File: src/core/sbrg_pkg.sv
// constants and helpers for the serial baud rate generator
package sbrg_pkg;

    // ************************************************************
    // register byte addresses on the cpu register port
    // ************************************************************
    localparam logic [7:0] ADDR_STATUS  = 8'h50; // serial_status, read only
    localparam logic [7:0] ADDR_DATA    = 8'h51; // serial_data
    localparam logic [7:0] ADDR_DIVSEL  = 8'h52; // baud_divisor_select
    localparam logic [7:0] ADDR_CTL_ONE = 8'h53; // frame_control_one
    localparam logic [7:0] ADDR_CTL_TWO = 8'h54; // frame_control_two
    localparam logic [7:0] ADDR_RX_FINE = 8'h55; // receive_fine_prescaler
    localparam logic [7:0] ADDR_TX_FINE = 8'h57; // transmit_fine_prescaler

    // ************************************************************
    // field positions inside baud_divisor_select
    // ************************************************************
    localparam int PRESCALE_MSB = 7; // first_prescale_code
    localparam int PRESCALE_LSB = 6;
    localparam int TX_CODE_MSB  = 5; // transmit_divisor_code
    localparam int TX_CODE_LSB  = 3;
    localparam int RX_CODE_MSB  = 2; // receive_divisor_code
    localparam int RX_CODE_LSB  = 0;

    // ************************************************************
    // reset values and fixed masks
    // ************************************************************
    localparam logic [7:0] DIVSEL_RESET = 8'h00;
    localparam logic [7:0] CTL_ONE_RESET = 8'h00;
    localparam logic [7:0] CTL_TWO_RESET = 8'h00;
    localparam logic [7:0] FINE_RESET   = 8'h00; // fine prescaler off
    localparam logic [7:0] STATUS_MASK  = 8'hFE; // bit 0 unused, reads 0
    localparam logic [7:0] OVERSAMPLE_DIV = 8'h10; // fixed divide by 16

    // first_prescale_factor for each first_prescale_code
    function automatic logic [7:0] sbrg_prescale_factor(input logic [1:0] code);
        logic [7:0] factor;
        case (code)
            2'h0:    factor = 8'h01;
            2'h1:    factor = 8'h03;
            2'h2:    factor = 8'h04;
            default: factor = 8'h0D;
        endcase
        return factor;
    endfunction

endpackage

File: src/core/sbrg_divider.sv
// divide-by-n enable divider, counts qualifying enable pulses
`timescale 1ns/1ps

module sbrg_divider #(
    parameter int WIDTH = 8 // counter and divisor width
) (
    input  wire logic             i_clk,
    input  wire logic             i_reset,
    input  wire logic             i_en,      // one input tick
    input  wire logic [WIDTH-1:0] i_divisor, // n, zero acts as one
    output logic                  o_pulse    // one tick per n input ticks
);

    // ************************************************************
    // wrap detection
    // ************************************************************
    logic [WIDTH-1:0] count_q; // ticks seen in this period
    logic             last;    // this tick closes the period

    // >= rather than == so a shrunken divisor recovers at once
    assign last = (i_divisor <= WIDTH'(1))
               || (count_q >= i_divisor - WIDTH'(1));

    assign o_pulse = i_en && last;

    // ************************************************************
    // tick counter
    // ************************************************************
    always_ff @(posedge i_clk)
    begin
        if (i_reset)
        begin
            count_q <= '0;
        end
        else if (i_en)
        begin
            // restart on wrap, else count
            count_q <= last ? '0 : count_q + WIDTH'(1);
        end
    end

endmodule

File: src/core/sbrg_pow2_div.sv
// power-of-two enable divider selected by a three-bit code
`timescale 1ns/1ps

module sbrg_pow2_div (
    input  wire logic       i_clk,
    input  wire logic       i_reset,
    input  wire logic       i_en,   // one input tick
    input  wire logic [2:0] i_code, // divide by 2 to the power code
    output logic            o_pulse // one tick per 2**code input ticks
);

    // ************************************************************
    // free running count, decoded by mask
    // ************************************************************
    logic [6:0] count_q; // ticks seen, wraps at 128
    logic [6:0] mask;    // low bits that must all be ones

    // a free binary counter keeps every code in step at no extra cost
    assign mask    = 7'((8'h01 << i_code) - 8'h01);
    assign o_pulse = i_en && (&(count_q | ~mask));

    always_ff @(posedge i_clk)
    begin
        if (i_reset)
        begin
            count_q <= 7'h00;
        end
        else if (i_en)
        begin
            count_q <= count_q + 7'h01;
        end
    end

endmodule

File: src/core/sbrg_top.sv
// baud rate generator and register file of the serial interface
`timescale 1ns/1ps

module sbrg_top (
    input  wire logic       i_clk,               // bus clock, 10 MHz
    input  wire logic       i_reset,             // synchronous, active high
    input  wire logic [7:0] i_addr,              // cpu register address
    input  wire logic       i_wr,                // cpu write strobe
    input  wire logic       i_rd,                // cpu read strobe
    input  wire logic [7:0] i_wdata,             // cpu write data
    input  wire logic [7:0] i_serial_status,     // flags from shift logic
    input  wire logic       i_rx_load,           // shift logic delivers a word
    input  wire logic [7:0] i_rx_data,           // received word
    output logic      [7:0] o_rdata,             // cpu read data
    output logic      [7:0] o_transmit_holding,  // word for the shifter
    output logic            o_tx_load,           // transmit_holding written
    output logic            o_rx_read,           // receive_holding read
    output logic      [7:0] o_frame_control_one, // framing control
    output logic      [7:0] o_frame_control_two, // enables and modes
    output logic            o_tx_rate_en,        // transmit rate tick
    output logic            o_rx_rate_en         // receive rate tick
);

    // ************************************************************
    // register storage
    // ************************************************************
    logic [7:0] divsel_q;  // baud_divisor_select
    logic [7:0] ctl_one_q; // frame_control_one
    logic [7:0] ctl_two_q; // frame_control_two
    logic [7:0] rx_fine_q; // receive_fine_prescale
    logic [7:0] tx_fine_q; // transmit_fine_prescale
    logic [7:0] tx_hold_q; // transmit_holding
    logic [7:0] rx_hold_q; // receive_holding
    logic [7:0] rdata_q;   // registered read data
    logic       tx_load_q; // write pulse toward shifter
    logic       rx_read_q; // read pulse toward shifter
    logic       tx_rate_q; // selected transmit tick
    logic       rx_rate_q; // selected receive tick

    // decoded strobes
    logic wr_divsel;
    logic wr_rx_fine;
    logic wr_tx_fine;
    logic wr_data;
    logic rd_data;

    assign wr_divsel  = i_wr && (i_addr == sbrg_pkg::ADDR_DIVSEL);
    assign wr_rx_fine = i_wr && (i_addr == sbrg_pkg::ADDR_RX_FINE);
    assign wr_tx_fine = i_wr && (i_addr == sbrg_pkg::ADDR_TX_FINE);
    assign wr_data    = i_wr && (i_addr == sbrg_pkg::ADDR_DATA);
    assign rd_data    = i_rd && (i_addr == sbrg_pkg::ADDR_DATA);

    // field views of baud_divisor_select
    logic [1:0] first_prescale_code;
    logic [2:0] transmit_divisor_code;
    logic [2:0] receive_divisor_code;
    logic [7:0] first_prescale_factor;

    assign first_prescale_code =
        divsel_q[sbrg_pkg::PRESCALE_MSB:sbrg_pkg::PRESCALE_LSB];
    assign transmit_divisor_code =
        divsel_q[sbrg_pkg::TX_CODE_MSB:sbrg_pkg::TX_CODE_LSB];
    assign receive_divisor_code =
        divsel_q[sbrg_pkg::RX_CODE_MSB:sbrg_pkg::RX_CODE_LSB];
    assign first_prescale_factor =
        sbrg_pkg::sbrg_prescale_factor(first_prescale_code);

    // ************************************************************
    // register writes
    // ************************************************************
    // configuration registers, written only by the cpu
    always_ff @(posedge i_clk)
    begin
        if (i_reset)
        begin
            divsel_q  <= sbrg_pkg::DIVSEL_RESET;
            ctl_one_q <= sbrg_pkg::CTL_ONE_RESET;
            ctl_two_q <= sbrg_pkg::CTL_TWO_RESET;
            rx_fine_q <= sbrg_pkg::FINE_RESET;
            tx_fine_q <= sbrg_pkg::FINE_RESET;
        end
        else if (i_wr)
        begin
            if (i_addr == sbrg_pkg::ADDR_DIVSEL)
            begin
                divsel_q <= i_wdata;
            end
            else if (i_addr == sbrg_pkg::ADDR_CTL_ONE)
            begin
                ctl_one_q <= i_wdata;
            end
            else if (i_addr == sbrg_pkg::ADDR_CTL_TWO)
            begin
                ctl_two_q <= i_wdata;
            end
            else if (i_addr == sbrg_pkg::ADDR_RX_FINE)
            begin
                rx_fine_q <= i_wdata;
            end
            else if (i_addr == sbrg_pkg::ADDR_TX_FINE)
            begin
                tx_fine_q <= i_wdata;
            end
        end
    end

    // transmit side of the data address
    always_ff @(posedge i_clk)
    begin
        if (i_reset)
        begin
            tx_hold_q <= 8'h00;
            tx_load_q <= 1'b0;
        end
        else
        begin
            if (wr_data)
            begin
                tx_hold_q <= i_wdata;
            end
            tx_load_q <= wr_data;
        end
    end

    // receive side, filled only by the shift logic
    always_ff @(posedge i_clk)
    begin
        if (i_reset)
        begin
            rx_hold_q <= 8'h00;
        end
        else if (i_rx_load)
        begin
            rx_hold_q <= i_rx_data;
        end
    end

    // ************************************************************
    // register reads
    // ************************************************************
    // data appears one cycle after the strobe; unmapped reads give zero
    always_ff @(posedge i_clk)
    begin
        if (i_reset)
        begin
            rdata_q   <= 8'h00;
            rx_read_q <= 1'b0;
        end
        else
        begin
            rx_read_q <= rd_data;
            if (!i_rd)
            begin
                rdata_q <= 8'h00;
            end
            else if (i_addr == sbrg_pkg::ADDR_STATUS)
            begin
                rdata_q <= i_serial_status & sbrg_pkg::STATUS_MASK;
            end
            else if (i_addr == sbrg_pkg::ADDR_DATA)
            begin
                rdata_q <= rx_hold_q;
            end
            else if (i_addr == sbrg_pkg::ADDR_DIVSEL)
            begin
                rdata_q <= divsel_q;
            end
            else if (i_addr == sbrg_pkg::ADDR_CTL_ONE)
            begin
                rdata_q <= ctl_one_q;
            end
            else if (i_addr == sbrg_pkg::ADDR_CTL_TWO)
            begin
                rdata_q <= ctl_two_q;
            end
            else if (i_addr == sbrg_pkg::ADDR_RX_FINE)
            begin
                rdata_q <= rx_fine_q;
            end
            else if (i_addr == sbrg_pkg::ADDR_TX_FINE)
            begin
                rdata_q <= tx_fine_q;
            end
            else
            begin
                rdata_q <= 8'h00;
            end
        end
    end

    // ************************************************************
    // conventional divider chain
    // ************************************************************
    logic pr_en;    // bus clock over first_prescale_factor
    logic conv16_en; // further over 16
    logic conv_tx;  // conventional transmit tick
    logic conv_rx;  // conventional receive tick

    sbrg_divider #(.WIDTH(8)) u_first_prescale (
        .i_clk     (i_clk),
        .i_reset   (i_reset),
        .i_en      (1'b1),
        .i_divisor (first_prescale_factor),
        .o_pulse   (pr_en)
    );

    // fixed divide by 16 before the divisors
    sbrg_divider #(.WIDTH(8)) u_conv_sixteen (
        .i_clk     (i_clk),
        .i_reset   (i_reset),
        .i_en      (pr_en),
        .i_divisor (sbrg_pkg::OVERSAMPLE_DIV),
        .o_pulse   (conv16_en)
    );

    sbrg_pow2_div u_tx_pow2 (
        .i_clk   (i_clk),
        .i_reset (i_reset),
        .i_en    (conv16_en),
        .i_code  (transmit_divisor_code),
        .o_pulse (conv_tx)
    );

    sbrg_pow2_div u_rx_pow2 (
        .i_clk   (i_clk),
        .i_reset (i_reset),
        .i_en    (conv16_en),
        .i_code  (receive_divisor_code),
        .o_pulse (conv_rx)
    );

    // ************************************************************
    // extended (fine) divider chain
    // ************************************************************
    logic ext16_en; // bus clock over 16, feeds both fine dividers
    logic ext_tx;   // fine transmit tick
    logic ext_rx;   // fine receive tick

    sbrg_divider #(.WIDTH(8)) u_ext_sixteen (
        .i_clk     (i_clk),
        .i_reset   (i_reset),
        .i_en      (1'b1),
        .i_divisor (sbrg_pkg::OVERSAMPLE_DIV),
        .o_pulse   (ext16_en)
    );

    sbrg_divider #(.WIDTH(8)) u_tx_fine (
        .i_clk     (i_clk),
        .i_reset   (i_reset),
        .i_en      (ext16_en),
        .i_divisor (tx_fine_q),
        .o_pulse   (ext_tx)
    );

    sbrg_divider #(.WIDTH(8)) u_rx_fine (
        .i_clk     (i_clk),
        .i_reset   (i_reset),
        .i_en      (ext16_en),
        .i_divisor (rx_fine_q),
        .o_pulse   (ext_rx)
    );

    // ************************************************************
    // rate selection
    // ************************************************************
    // registered so the rate ticks are glitch free outputs
    always_ff @(posedge i_clk)
    begin
        if (i_reset)
        begin
            tx_rate_q <= 1'b0;
            rx_rate_q <= 1'b0;
        end
        else
        begin
            tx_rate_q <= (tx_fine_q != 8'h00) ? ext_tx : conv_tx;
            rx_rate_q <= (rx_fine_q != 8'h00) ? ext_rx : conv_rx;
        end
    end

    assign o_rdata             = rdata_q;
    assign o_transmit_holding  = tx_hold_q;
    assign o_tx_load           = tx_load_q;
    assign o_rx_read           = rx_read_q;
    assign o_frame_control_one = ctl_one_q;
    assign o_frame_control_two = ctl_two_q;
    assign o_tx_rate_en        = tx_rate_q;
    assign o_rx_rate_en        = rx_rate_q;

    // ************************************************************
    // checks: tick spacing helpers
    // ************************************************************
    // per tick stream: cycles since last tick, valid after one full period
    logic [2:0]  tick_vec;
    logic [15:0] gap_q [3];
    logic [2:0]  gap_ok_q;
    logic        cfg_wr_q; // rate setting written last cycle

    assign tick_vec = {o_rx_rate_en, o_tx_rate_en, pr_en};

    // cleared one cycle late: the registered tick still in flight from
    // the old setting must not arm the spacing checks
    always_ff @(posedge i_clk)
    begin
        if (i_reset)
        begin
            cfg_wr_q <= 1'b0;
        end
        else
        begin
            cfg_wr_q <= wr_divsel || wr_rx_fine || wr_tx_fine;
        end
    end

    for (genvar g = 0; g < 3; g++)
    begin : g_gap
        always_ff @(posedge i_clk)
        begin
            if (i_reset || cfg_wr_q)
            begin
                gap_q[g]    <= 16'h0000;
                gap_ok_q[g] <= 1'b0;
            end
            else if (tick_vec[g])
            begin
                gap_q[g]    <= 16'h0000;
                gap_ok_q[g] <= 1'b1;
            end
            else if (gap_q[g] != 16'hFFFF)
            begin
                gap_q[g] <= gap_q[g] + 16'h0001;
            end
        end
    end

    prescale_spacing_a: assert property (@(posedge i_clk) disable iff (i_reset)
        pr_en && gap_ok_q[0] |-> gap_q[0] == 16'(first_prescale_factor - 8'h01))
        else $error("first prescaler tick spacing wrong");

    tx_conv_spacing_a: assert property (@(posedge i_clk) disable iff (i_reset)
        o_tx_rate_en && gap_ok_q[1] && tx_fine_q == 8'h00 |->
        gap_q[1] == 16'(16 * first_prescale_factor * (1 << transmit_divisor_code) - 1))
        else $error("conventional transmit rate spacing wrong");

    // receive tick follows the conventional chain
    rx_conv_source_a: assert property (@(posedge i_clk) disable iff (i_reset)
        rx_fine_q == 8'h00 |=> o_rx_rate_en == $past(conv_rx))
        else $error("receive rate not from conventional divisor");

    // transmit tick follows the fine chain
    tx_fine_source_a: assert property (@(posedge i_clk) disable iff (i_reset)
        tx_fine_q != 8'h00 |=> o_tx_rate_en == $past(ext_tx))
        else $error("transmit rate not from fine prescaler");

    // receive tick follows the fine chain
    rx_fine_source_a: assert property (@(posedge i_clk) disable iff (i_reset)
        rx_fine_q != 8'h00 |=> o_rx_rate_en == $past(ext_rx))
        else $error("receive rate not from fine prescaler");

    // fine receive spacing is 16 times N
    rx_fine_spacing_a: assert property (@(posedge i_clk) disable iff (i_reset)
        o_rx_rate_en && gap_ok_q[2] && rx_fine_q != 8'h00 |->
        gap_q[2] == 16'(16 * rx_fine_q - 1))
        else $error("fine receive rate spacing wrong");

    // fine transmit spacing is 16 times N
    tx_fine_spacing_a: assert property (@(posedge i_clk) disable iff (i_reset)
        o_tx_rate_en && gap_ok_q[1] && tx_fine_q != 8'h00 |->
        gap_q[1] == 16'(16 * tx_fine_q - 1))
        else $error("fine transmit rate spacing wrong");

    fine_reset_a: assert property (@(posedge i_clk) disable iff (i_reset)
        $fell(i_reset) |-> rx_fine_q == 8'h00 && tx_fine_q == 8'h00)
        else $error("fine prescalers not cleared by reset");

    // data write loads transmit holding only
    data_write_a: assert property (@(posedge i_clk) disable iff (i_reset)
        wr_data && !i_rx_load |=> o_tx_load && o_transmit_holding == $past(i_wdata)
        && $stable(rx_hold_q))
        else $error("data write did not load transmit holding");

    data_read_a: assert property (@(posedge i_clk) disable iff (i_reset)
        rd_data |=> o_rx_read && o_rdata == $past(rx_hold_q))
        else $error("data read did not return receive holding");

    rx_conv_spacing_a: assert property (@(posedge i_clk) disable iff (i_reset)
        o_rx_rate_en && gap_ok_q[2] && rx_fine_q == 8'h00 |->
        gap_q[2] == 16'(16 * first_prescale_factor * (1 << receive_divisor_code) - 1))
        else $error("conventional receive rate spacing wrong");

    conv_tx_c: cover property (@(posedge i_clk) disable iff (i_reset)
        o_tx_rate_en && gap_ok_q[1] && tx_fine_q == 8'h00);
    fine_rx_c: cover property (@(posedge i_clk) disable iff (i_reset)
        o_rx_rate_en && gap_ok_q[2] && rx_fine_q != 8'h00);
    data_write_c: cover property (@(posedge i_clk) disable iff (i_reset) wr_data);
    data_read_c: cover property (@(posedge i_clk) disable iff (i_reset) rd_data);

endmodule

File: config.mk
export PLATFORM = sky130hd
export DESIGN_NAME = sbrg_top
export DESIGN_NICKNAME = d
export VERILOG_FILES = /design/src/core/sbrg_pkg.sv /design/src/core/sbrg_divider.sv /design/src/core/sbrg_pow2_div.sv /design/src/core/sbrg_top.sv
export SDC_FILE = /design/constraint.sdc
export NUM_CORES = 1
export LEC_CHECK = 0
export BUFFER_PORTS_ARGS = -buffer_cell sky130_fd_sc_hd__buf_2
export CORE_MARGIN = 2
export CORE_UTILIZATION = 35
export CTS_BUF_LIST = sky130_fd_sc_hd__clkbuf_4
export CTS_CLUSTER_DIAMETER = 200
export DETAILED_ROUTE_END_ITERATION = 10
export GPL_ROUTABILITY_DRIVEN = 0
export PLACE_DENSITY = 0.55
export SETUP_SLACK_MARGIN = 0.5
export SYNTH_ARGS = -nofsm -noshare
export SYNTH_HDL_FRONTEND = slang
export SYNTH_HIERARCHICAL = 1
export SYNTH_SLANG_ARGS = --single-unit
File: constraint.sdc
create_clock -name i_clk -period 5.6 [get_ports i_clk]
set_input_delay 0.28 -clock i_clk [delete_from_list [all_inputs] [get_ports i_clk]]
set_output_delay 0.28 -clock i_clk [all_outputs]
set_load 0.005 [all_outputs]
==> results.toml, run 1 <==
[worst_setup_path]
reg2reg_from = "divsel_q[7]"
critPathLaunchType = "register"
reg2reg_to = "o_tx_rate_en"
path_cells = "nand2b_1, inv_1, ha_1, inv_1, or3_2, xor2_1, ha_1, nand2_1, a211o_2, o211ai_4, and2_1, and2_1, nand2_1, a211oi_1, nand3_1, a21oi_1"
cp_top_family = "simple AND/OR/NAND/NOR gates"
critPathKind = "reg -> reg"
critPathMaxStageDelay_ns = 0.55
ff2ff_path_depth = 16
critPathCaptureType = "register"
cp.arrival_ns = 4.88
crit_slowest_cell = "and2_1"
cp.required_ns = 6.07
crit_buf_inv = 2
path_max_fanout = 15
rrSetupSlack_ns = 1.20

[cells_and_area]
drive_above_1_share_pct = 16.8
fin_nets = 1045
stdcell_count = 1246
syn_to_final_growth_pct = 16.3
finish.utilization_pct = 41.2
fin_area_mm2 = 0.00894

[sta]
relSlewSlack_pct = 36.4
max_freq_mhz = 227
hold_viol_final = 0
finalSetupViolCount = 0
fin_skew_ns = 0.0236
maxSlewViolCount = 0
tightest_slew_ns = 0.951
grt_setup_unrepaired = "no"
fin_crit_ns = 4.40
timing.final.crit_share_pct = 78.6
finalSetupTns_ns = 0

[logic_synthesis]
syn_inst = 808
synth_compound_area_share_pct = 15.4
yosysMostFrequentCell = "dfxtp_1"
synth-edff-count = 0
synth_mux_area_share_pct = 9.45
async_flop_share_pct = 0
synth_top_family_by_area = "simple AND/OR/NAND/NOR gates"
synth_top_area_cell = "dfxtp_1"
synthTopCellsByCount = "122 x dfxtp_1, 72 x nand2b_1, 58 x mux2i_1"
post_synth_num_cell_types = 54
ys.warnings.count = 6
synth_fa_ha_area_share_pct = 9.27
syn_area_per_cell_um2 = 9.52
yosysTopAreaCellShare_pct = 31.8
ys_seq_elements = 122
yosys.area_share.simple_pct = 23.2
synth.cell_area_mm2 = 0.00769
synth-xor-area-share_pct = 7.40
synthTopCellsByArea = "dfxtp_1 32%, ha_1 9.3%, mux2i_1 7.5%"
synthFlopType = "dfxtp_1"
yosysSeqAreaShare_pct = 31.8

[routing]
firstDrtPassIters = 5
ant_nets = 0
routed_wl_um = 17500
drc = 0
drt_iter0_drc = 242
viasPerCell = 4.85
routedWlPerCell_um = 14.1
num_vias = 6046

[hold_path]
min_path_type = "in -> reg"
hold_depth = 4
holdPathEnd = "o_rdata[0]"
hp-start = "i_addr[5]"

[floorplan]
start_util_pct = 35.5
rows = 54
die_w_um = 152
die_area_mm2 = 0.0232
dieHeight_um = 152
coreArea_mm2 = 0.0217
num_io_pins = 73

[power]
pwr-share-seq_pct = 52.4
irDropWorstVdd_mv = 0.103
swShare_pct = 27.6
power_frac_comb_pct = 9.1
p_sw_mw = 0.463
p_per_area_mw_per_mm2 = 188
power.internal_mw = 1.22
p_leak_nw = 3.70
clkPwrFrac_pct = 38.4

[grt]
grt_pass1_wl_um = 30500
antenna_found_initial = 1
grt_max_degree = 86
grt_overflow_total = 0
grt_pass1_vias = 6027
grt_util_all_layers_pct = 15.8

[placement]
dp_hpwl_um = 12600
post_dp_cell_area_mm2 = 0.00853
portBuffers = 71
place_inst = 1200

[run]
cap_violations = 0

[clock_network]
root_buffer = "clkbuf_4"
clk_path_buf_depth = 2
cts_setup_buffers = 0
ctsHtreeMaxLevel = 4
cts_tree = "yes"
path_clk_slew_ns = 0.12
cts.sinks = 122
cts_buffers = 17
clock_latency_ns = 0.56

[run_status]
status = "finished, final reports clean"
worst max path at each step:
stage / to / cells after the start / slack [ns] / start
3_5_place_dp: o_tx_rate_en / 16 / 1.17 / divsel_q[7]
2_1_floorplan: u_rx_pow2/count_q[6] / 16 / 1.83 / divsel_q[6]
3_3_place_gp: o_tx_rate_en / 16 / 1.21 / divsel_q[7]
4_1_cts: o_tx_rate_en / 16 / 1.09 / divsel_q[7]
6_report: o_tx_rate_en / 16 / 1.20 / divsel_q[7]
5_1_grt: o_tx_rate_en / 16 / 0.75 / divsel_q[7]
timing repair:
action                     CTS  global route
hold buffers                12             0
setup endpoints to repair    0             0
resized for setup            0             0
hold endpoints to repair    10             0
layout by cell type, fill, tap and decap left out, drive strengths merged, types with 13 or more instances in the layout:
| master | count |
|---|---|
| and2 | 13 |
| a211oi | 28 |
| nand2 | 39 |
| xor2 | 23 |
| conb | 72 |
| mux2i | 58 |
| dfxtp | 122 |
| nand2b | 72 |
| inv | 32 |
| mux2 | 13 |
| o21ai | 14 |
| o2111ai | 15 |
| nand3 | 13 |
| clkbuf | 19 |
| or2b | 14 |
| ha | 57 |
| nand4 | 19 |
| a21oi | 26 |
| buf | 73 |
| nor2 | 43 |
| xnor2 | 42 |
flip-flops by register name, indices dropped and copies added (netlist names):
signal / count
divsel_q: 8
o_frame_control_one: 8
o_frame_control_two: 8
o_rdata: 8
o_rx_rate_en: 1
o_rx_read: 1
o_transmit_holding: 8
o_tx_load: 1
o_tx_rate_en: 1
rx_fine_q: 8
rx_hold_q: 8
tx_fine_q: 8
u_conv_sixteen/count_q: 8
u_ext_sixteen/count_q: 8
u_first_prescale/count_q: 8
u_rx_fine/count_q: 8
u_rx_pow2/count_q: 7
u_tx_fine/count_q: 8
u_tx_pow2/count_q: 7
stage by stage:
stage / setup slack [ns] / hold slack [ns] / power [mW]
CTS: 1.09 / 0.0599 / 1.70
finish: 1.20 / 0.122 / 1.68
global placement: 1.21 / 0.458 / 1.04
floorplan: 1.83 / 0.349 / 1.01
global route: 0.746 / 0.0970 / 1.77
detailed placement: 1.17 / 0.457 / 1.05
worst min-delay path, stage by stage:
cell and delay [ns]:
buf_2 0.11, nor4b_4 0.11, nand2_1 0.10, a311oi_1 0.04
area by class of cell:
type	instances	area, um^2
fill	2168	12700
multi-input combinational	696	5250
sequential	122	2440
timing repair buffer	85	493
tap	280	350
clock inverter	13	145
clock buffer	19	143
inverter	29	109
antenna	2	5.00
power by group through the flow:
| stage | registers (mW) | clock network, mW | logic, mW |
|---|---|---|---|
| 2_1_floorplan | 0.898 | 0 | 0.110 |
| 3_3_place_gp | 0.901 | 0 | 0.144 |
| 3_5_place_dp | 0.901 | 0 | 0.145 |
| 4_1_cts | 0.881 | 0.670 | 0.151 |
| 5_1_grt | 0.883 | 0.710 | 0.174 |
| 6_report | 0.881 | 0.645 | 0.153 |
cells by family after synthesis:
group           Yosys count
simple gates            288
buf+inv                  60
flops                   122
xor+xnor                 65
other cells               2
fa+ha+maj                57
mux                      71
compound gates          143
per-layer routing:
layer  vias to the layer above  GRT usage, %  wire length, um
met5                         -             0                0
met2                        82          25.6             8160
li1                       3159             -                -
met4                         0          5.03              278
met1                      2785          21.3             8630
met3                        20          3.01              461
Note: power is estimated with default switching activity, not from simulation.
==> run 2, diff against run 1 <==
Settings changed: PLACE_DENSITY 0.55 to 0.57.
Clock period 5.6 ns to 3.8 ns, I/O delays scaled along.
==> results.toml, run 2 (synthesized netlist as in run 1, its figures left out) <==
[floorplan]
num_io_pins = 73
start_util_pct = 35.5
rows = 54
die_w_um = 152
die_area_mm2 = 0.0232
dieHeight_um = 152
coreArea_mm2 = 0.0217

[worst_setup_path]
path_max_fanout = 5
critPathCaptureType = "register"
startpoint = "divsel_q[7]"
ff2ff_path_depth = 16
critPathLaunchType = "register"
cp.arrival_ns = 3.66
rrSetupSlack_ns = 0.61
cp.required_ns = 4.27
reg2reg_to = "u_rx_pow2/count_q[6]"
reg2reg_from = "divsel_q[7]"
critPathMaxStageDelay_ns = 0.41
critPathKind = "reg -> reg"
setup.worst_path.end = "u_rx_pow2/count_q[6]"
crit_slowest_cell = "or3_4"
path_cells = "buf_6, nand2b_4, inv_4, ha_4, inv_1, or3_4, xor2_1, ha_1, nand2_1, a211o_4, o211ai_4, and2_4, and2_4, nand4_4, or3_4, a21oi_2"

[clock_network]
path_clk_slew_ns = 0.10
cts_buffers = 17
clock_latency_ns = 0.54
cts_tree = "yes"
root_buffer = "clkbuf_4"
cts.sinks = 122
ctsHtreeMaxLevel = 4
clk_path_buf_depth = 2

[sta]
max_freq_mhz = 313
maxSlewViolCount = 0
hold_viol_final = 0
fin_skew_ns = 0.0169
finalSetupTns_ns = 0
relSlewSlack_pct = 36.4
tightest_slew_ns = 0.950
grt_setup_unrepaired = "yes"
finalSetupViolCount = 0
worst_slack_ns = 0.609
fin_crit_ns = 3.19
timing.final.crit_share_pct = 84.0

[grt]
grt_overflow_total = 0
antenna_found_initial = 0
grt_util_all_layers_pct = 15.5
grt_max_degree = 89
grt_pass1_wl_um = 29800
grt_pass1_vias = 5942

[cells_and_area]
fill_cells = 2159
final_cell_mix = "120 x dfxtp_1, 72 x conb_1, 71 x nand2b_1"
finish.utilization_pct = 42.2
fin_nets = 1064
drive_above_1_share_pct = 20.1
diodes = 0
syn_to_final_growth_pct = 19.1
layout_commonest_cell = "dfxtp_1"

[placement]
portBuffers = 71
pre_cts_slack_ns = 0.233
dp_hpwl_um = 12700

[run_status]
status = "finished, final reports clean"

[power]
irDropWorstVdd_mv = 0.137
pwr-share-seq_pct = 55.4
p_per_area_mw_per_mm2 = 255
power_mw = 2.34
power_frac_comb_pct = 10.0
clkPwrFrac_pct = 34.6
swShare_pct = 26.7
p_sw_mw = 0.624
power.internal_mw = 1.72
p_leak_nw = 3.82

[routing]
firstDrtPassIters = 4
drc = 0
ant_nets = 0
drt_iter0_drc = 289
viasPerCell = 4.84
num_vias = 6105
routedWlPerCell_um = 14.1
routed_wl_um = 17800

[run]
cap_violations = 0

[hold_path]
min_path_type = "in -> reg"
## run 2: cell count changes in the layout (fill, tap and decap cells not counted), moves of 3 or more
cell	delta
a211oi_1	-3
a211oi_2	+3
and2_1	-3
and2_4	+4
buf_4	+16
clkinv_2	+5
clkinvlp_4	-3
inv_6	-3
## run 2: what timing repair did
action                     4_1_cts  5_1_grt
cloned                           1        0
pin swaps                        2       12
hold endpoints to repair        10        0
setup buffers                    2       11
hold buffers                    12        0
setup endpoints to repair       15       18
resized for setup                6       11
## run 2: layer usage
layer | routed length [um] | up-vias | GRT usage (%)
met1 | 8800 | 2814 | 20.9
met3 | 522 | 16 | 3.01
met4 | 192 | 0 | 4.67
met2 | 8290 | 79 | 25.1
met5 | 0 | - | 0
li1 | - | 3196 | -
## run 2: worst min-delay path by stage
| stage | cells after the start | startpoint | end |
|---|---|---|---|
| after floorplan | 1 | i_reset | u_rx_pow2/count_q[6] |
| after global placement | 3 | i_rx_data[2] | rx_hold_q[2] |
| after detailed placement | 3 | i_rx_data[4] | rx_hold_q[4] |
| after CTS | 4 | i_addr[7] | o_rdata[0] |
| after global routing | 4 | i_addr[7] | o_rdata[7] |
| final | 4 | i_addr[7] | o_rdata[0] |
## run 2: layout make-up
type | count | area [um^2] | share of cell area, %
Tap cell | 280 | 350 | 3.82
Clock inverter | 11 | 81.3 | 0.888
Inverter | 29 | 111 | 1.22
Sequential cell | 122 | 2450 | 26.7
Timing Repair Buffer | 103 | 639 | 6.98
Clock buffer | 20 | 150 | 1.64
Multi-Input combinational cell | 697 | 5380 | 58.7
## run 2: power groups by stage
stage	registers [mW]	clock network, mW	logic, mW
floorplan	1.32	0	0.164
global placement	1.33	0	0.215
detailed placement	1.33	0	0.217
CTS	1.30	0.848	0.227
global route	1.30	0.897	0.262
finish	1.30	0.809	0.234
## run 2: critical path, delay by kind of cell, from the launching register on
| family | cells | cell delay, ns |
|---|---|---|
| AND/OR/NAND/NOR | 7 | 1.32 |
| AO/OA/AOI/OAI | 3 | 0.61 |
| buffers and inverters | 3 | 0.25 |
| flip-flops | 1 | 0.36 |
| XOR/XNOR | 1 | 0.18 |
| adder cells (fa/ha/maj) | 2 | 0.42 |
## run 2: per-stage QoR
step,hold slack (ns),std cells,area [um^2]
after floorplan,0.259,878,8040
after global placement,0.428,1205,8640
after detailed placement,0.433,1205,8640
after CTS,0.0163,1251,9040
after global routing,0.0548,1262,9160
final,0.0694,1262,9160
==> run 3, diff against run 2 <==
Settings changed: PLACE_DENSITY 0.57 to 0.55.
Clock period 3.8 ns to 3 ns, I/O delays scaled along.
==> results.toml, run 3 (synthesized netlist as in run 1, its figures left out) <==
[clock_network]
cts_buffers = 17
ctsHtreeMaxLevel = 4
cts.sinks = 122
clock_latency_ns = 0.57
root_buffer = "clkbuf_4"
clk_path_buf_depth = 2
cts_tree = "yes"
path_clk_slew_ns = 0.13

[sta]
worst_slack_ns = -0.133
finalSetupTns_ns = -1.73
fin_skew_ns = 0.0204
hold_viol_final = 0
finalSetupViolCount = 22
maxSlewViolCount = 0
relSlewSlack_pct = 46.5
fin_crit_ns = 3.13
grt_setup_unrepaired = "yes"
tightest_slew_ns = 0.803
max_freq_mhz = 319
timing.final.crit_share_pct = 104

[floorplan]
rows = 54
start_util_pct = 35.5
die_area_mm2 = 0.0232
die_w_um = 152
coreArea_mm2 = 0.0217
num_io_pins = 73
dieHeight_um = 152

[cells_and_area]
drive_above_1_share_pct = 28.9
final_cell_mix = "115 x dfxtp_1, 72 x conb_1, 70 x nand2b_1, 70 x buf_2, 58 x mux2i_1"
fin_area_mm2 = 0.0102
stdcell_count = 1331
layout_commonest_cell = "dfxtp_1"
fill_cells = 2048
syn_to_final_growth_pct = 33.0
fin_nets = 1130

[routing]
drt_iter0_drc = 243
num_vias = 6494
routedWlPerCell_um = 15.1
wl_met2_um = 9620
ant_nets = 0
wl_met1_um = 9210
wl_met3_um = 867
viasPerCell = 4.88
routed_wl_um = 20000
firstDrtPassIters = 4
drc = 0
routed.top_layer = "met5"

[hold_path]
hp-start = "i_wdata[1]"
holdPathEnd = "o_frame_control_one[1]"
min_path_type = "in -> reg"
hold_depth = 3

[worst_setup_path]
ff2ff_path_depth = 17
rrSetupSlack_ns = -0.13
cp.arrival_ns = 3.56
critPathMaxStageDelay_ns = 0.34
path_cells = "buf_6, nor2b_4, inv_2, ha_4, inv_1, or3_4, xor2_1, ha_1, nand2_2, a211o_4, o211ai_4, and2_4, and2_4, and3_4, nand4_1, xor2_1, nor2_1"
critPathLaunchType = "register"
cp.depth = 17
critPathKind = "reg -> reg"
reg2reg_to = "u_tx_pow2/count_q[5]"
path_max_fanout = 5
cp_top_family = "simple AND/OR/NAND/NOR gates"
crit_slowest_cell = "dfxtp_2"
reg2reg_from = "divsel_q[6]"
crit_buf_inv = 3
cp.required_ns = 3.43
critPathCaptureType = "register"

[run_status]
violations = "negative setup slack"
status = "finished, violations left"

[grt]
grt_max_degree = 86
grt_pass1_vias = 6409
grt_pass1_wl_um = 32800
grt_util_all_layers_pct = 17.5
antenna_found_initial = 3
grt_overflow_total = 0

[placement]
dp_hpwl_um = 13500
place_inst = 1236
portBuffers = 71
post_dp_cell_area_mm2 = 0.00891

[power]
p_per_area_mw_per_mm2 = 328
p_leak_nw = 4.26
irDropWorstVdd_mv = 0.202

[run]
cap_violations = 0
-- run 3: final cells by class --
type / instances / area, um^2 / share of cell area (%)
inverters: 29 / 111 / 1.09
repair buffers: 169 / 1280 / 12.6
well taps: 280 / 350 / 3.43
clock inverters: 15 / 198 / 1.93
flip-flops and latches: 122 / 2460 / 24.0
diodes: 2 / 5.00 / 0.0489
clock buffers: 17 / 128 / 1.25
multi-input cells: 697 / 5690 / 55.7
-- run 3: worst max path at each step --
| stage | start | end | slack [ns] |
|---|---|---|---|
| 2_1_floorplan | divsel_q[6] | u_rx_pow2/count_q[5] | -0.01 |
| 3_5_place_dp | divsel_q[7] | u_tx_pow2/count_q[5] | -0.36 |
| 3_3_place_gp | divsel_q[7] | u_tx_pow2/count_q[5] | -0.32 |
| 6_report | divsel_q[6] | u_tx_pow2/count_q[5] | -0.13 |
| 5_1_grt | divsel_q[6] | u_tx_pow2/count_q[5] | -0.30 |
| 4_1_cts | divsel_q[6] | u_tx_pow2/count_q[5] | -0.18 |
-- run 3: through the flow --
| step | setup WS [ns] | total power [mW] | hold slack [ns] | util (%) |
|---|---|---|---|---|
| after floorplan | -0.0149 | 1.88 | 0.219 | - |
| after global placement | -0.322 | 1.96 | 0.389 | 41.1 |
| after detailed placement | -0.360 | 1.97 | 0.397 | 41.1 |
| after CTS | -0.185 | 3.38 | 0.0107 | 45.4 |
| after global routing | -0.295 | 3.52 | 0.0113 | 47.2 |
| final | -0.133 | 3.36 | 0.0368 | 47.2 |
-- run 3: tightest hold or removal path, delay by kind of cell --
kind,cells,cell delay [ns]
buffers and inverters,1,0.08
multiplexers,1,0.17
AND/OR/NAND/NOR,1,0.18
-- run 3: repair_timing --
item                                    in CTS  in global routing
endpoints found under the hold margin       13                  2
pin swaps                                   32                 26
gates cloned                                 1                  0
hold buffers                                22                  3
endpoints found under the setup margin      44                 46
setup buffers                               22                 13
gates resized for setup                     54                 50
-- run 3: where the power goes --
part | internal (mW) | switching [mW]
logic | 0.159 | 0.185
clock network | 0.661 | 0.709
registers | 1.63 | 0.0126
-- run 3: per-layer routing --
metal	global-route usage, %	up-vias
met1	22.3	3045
met2	28.8	96
met5	0	-
met3	4.69	26
met4	5.74	2
li1	-	3325
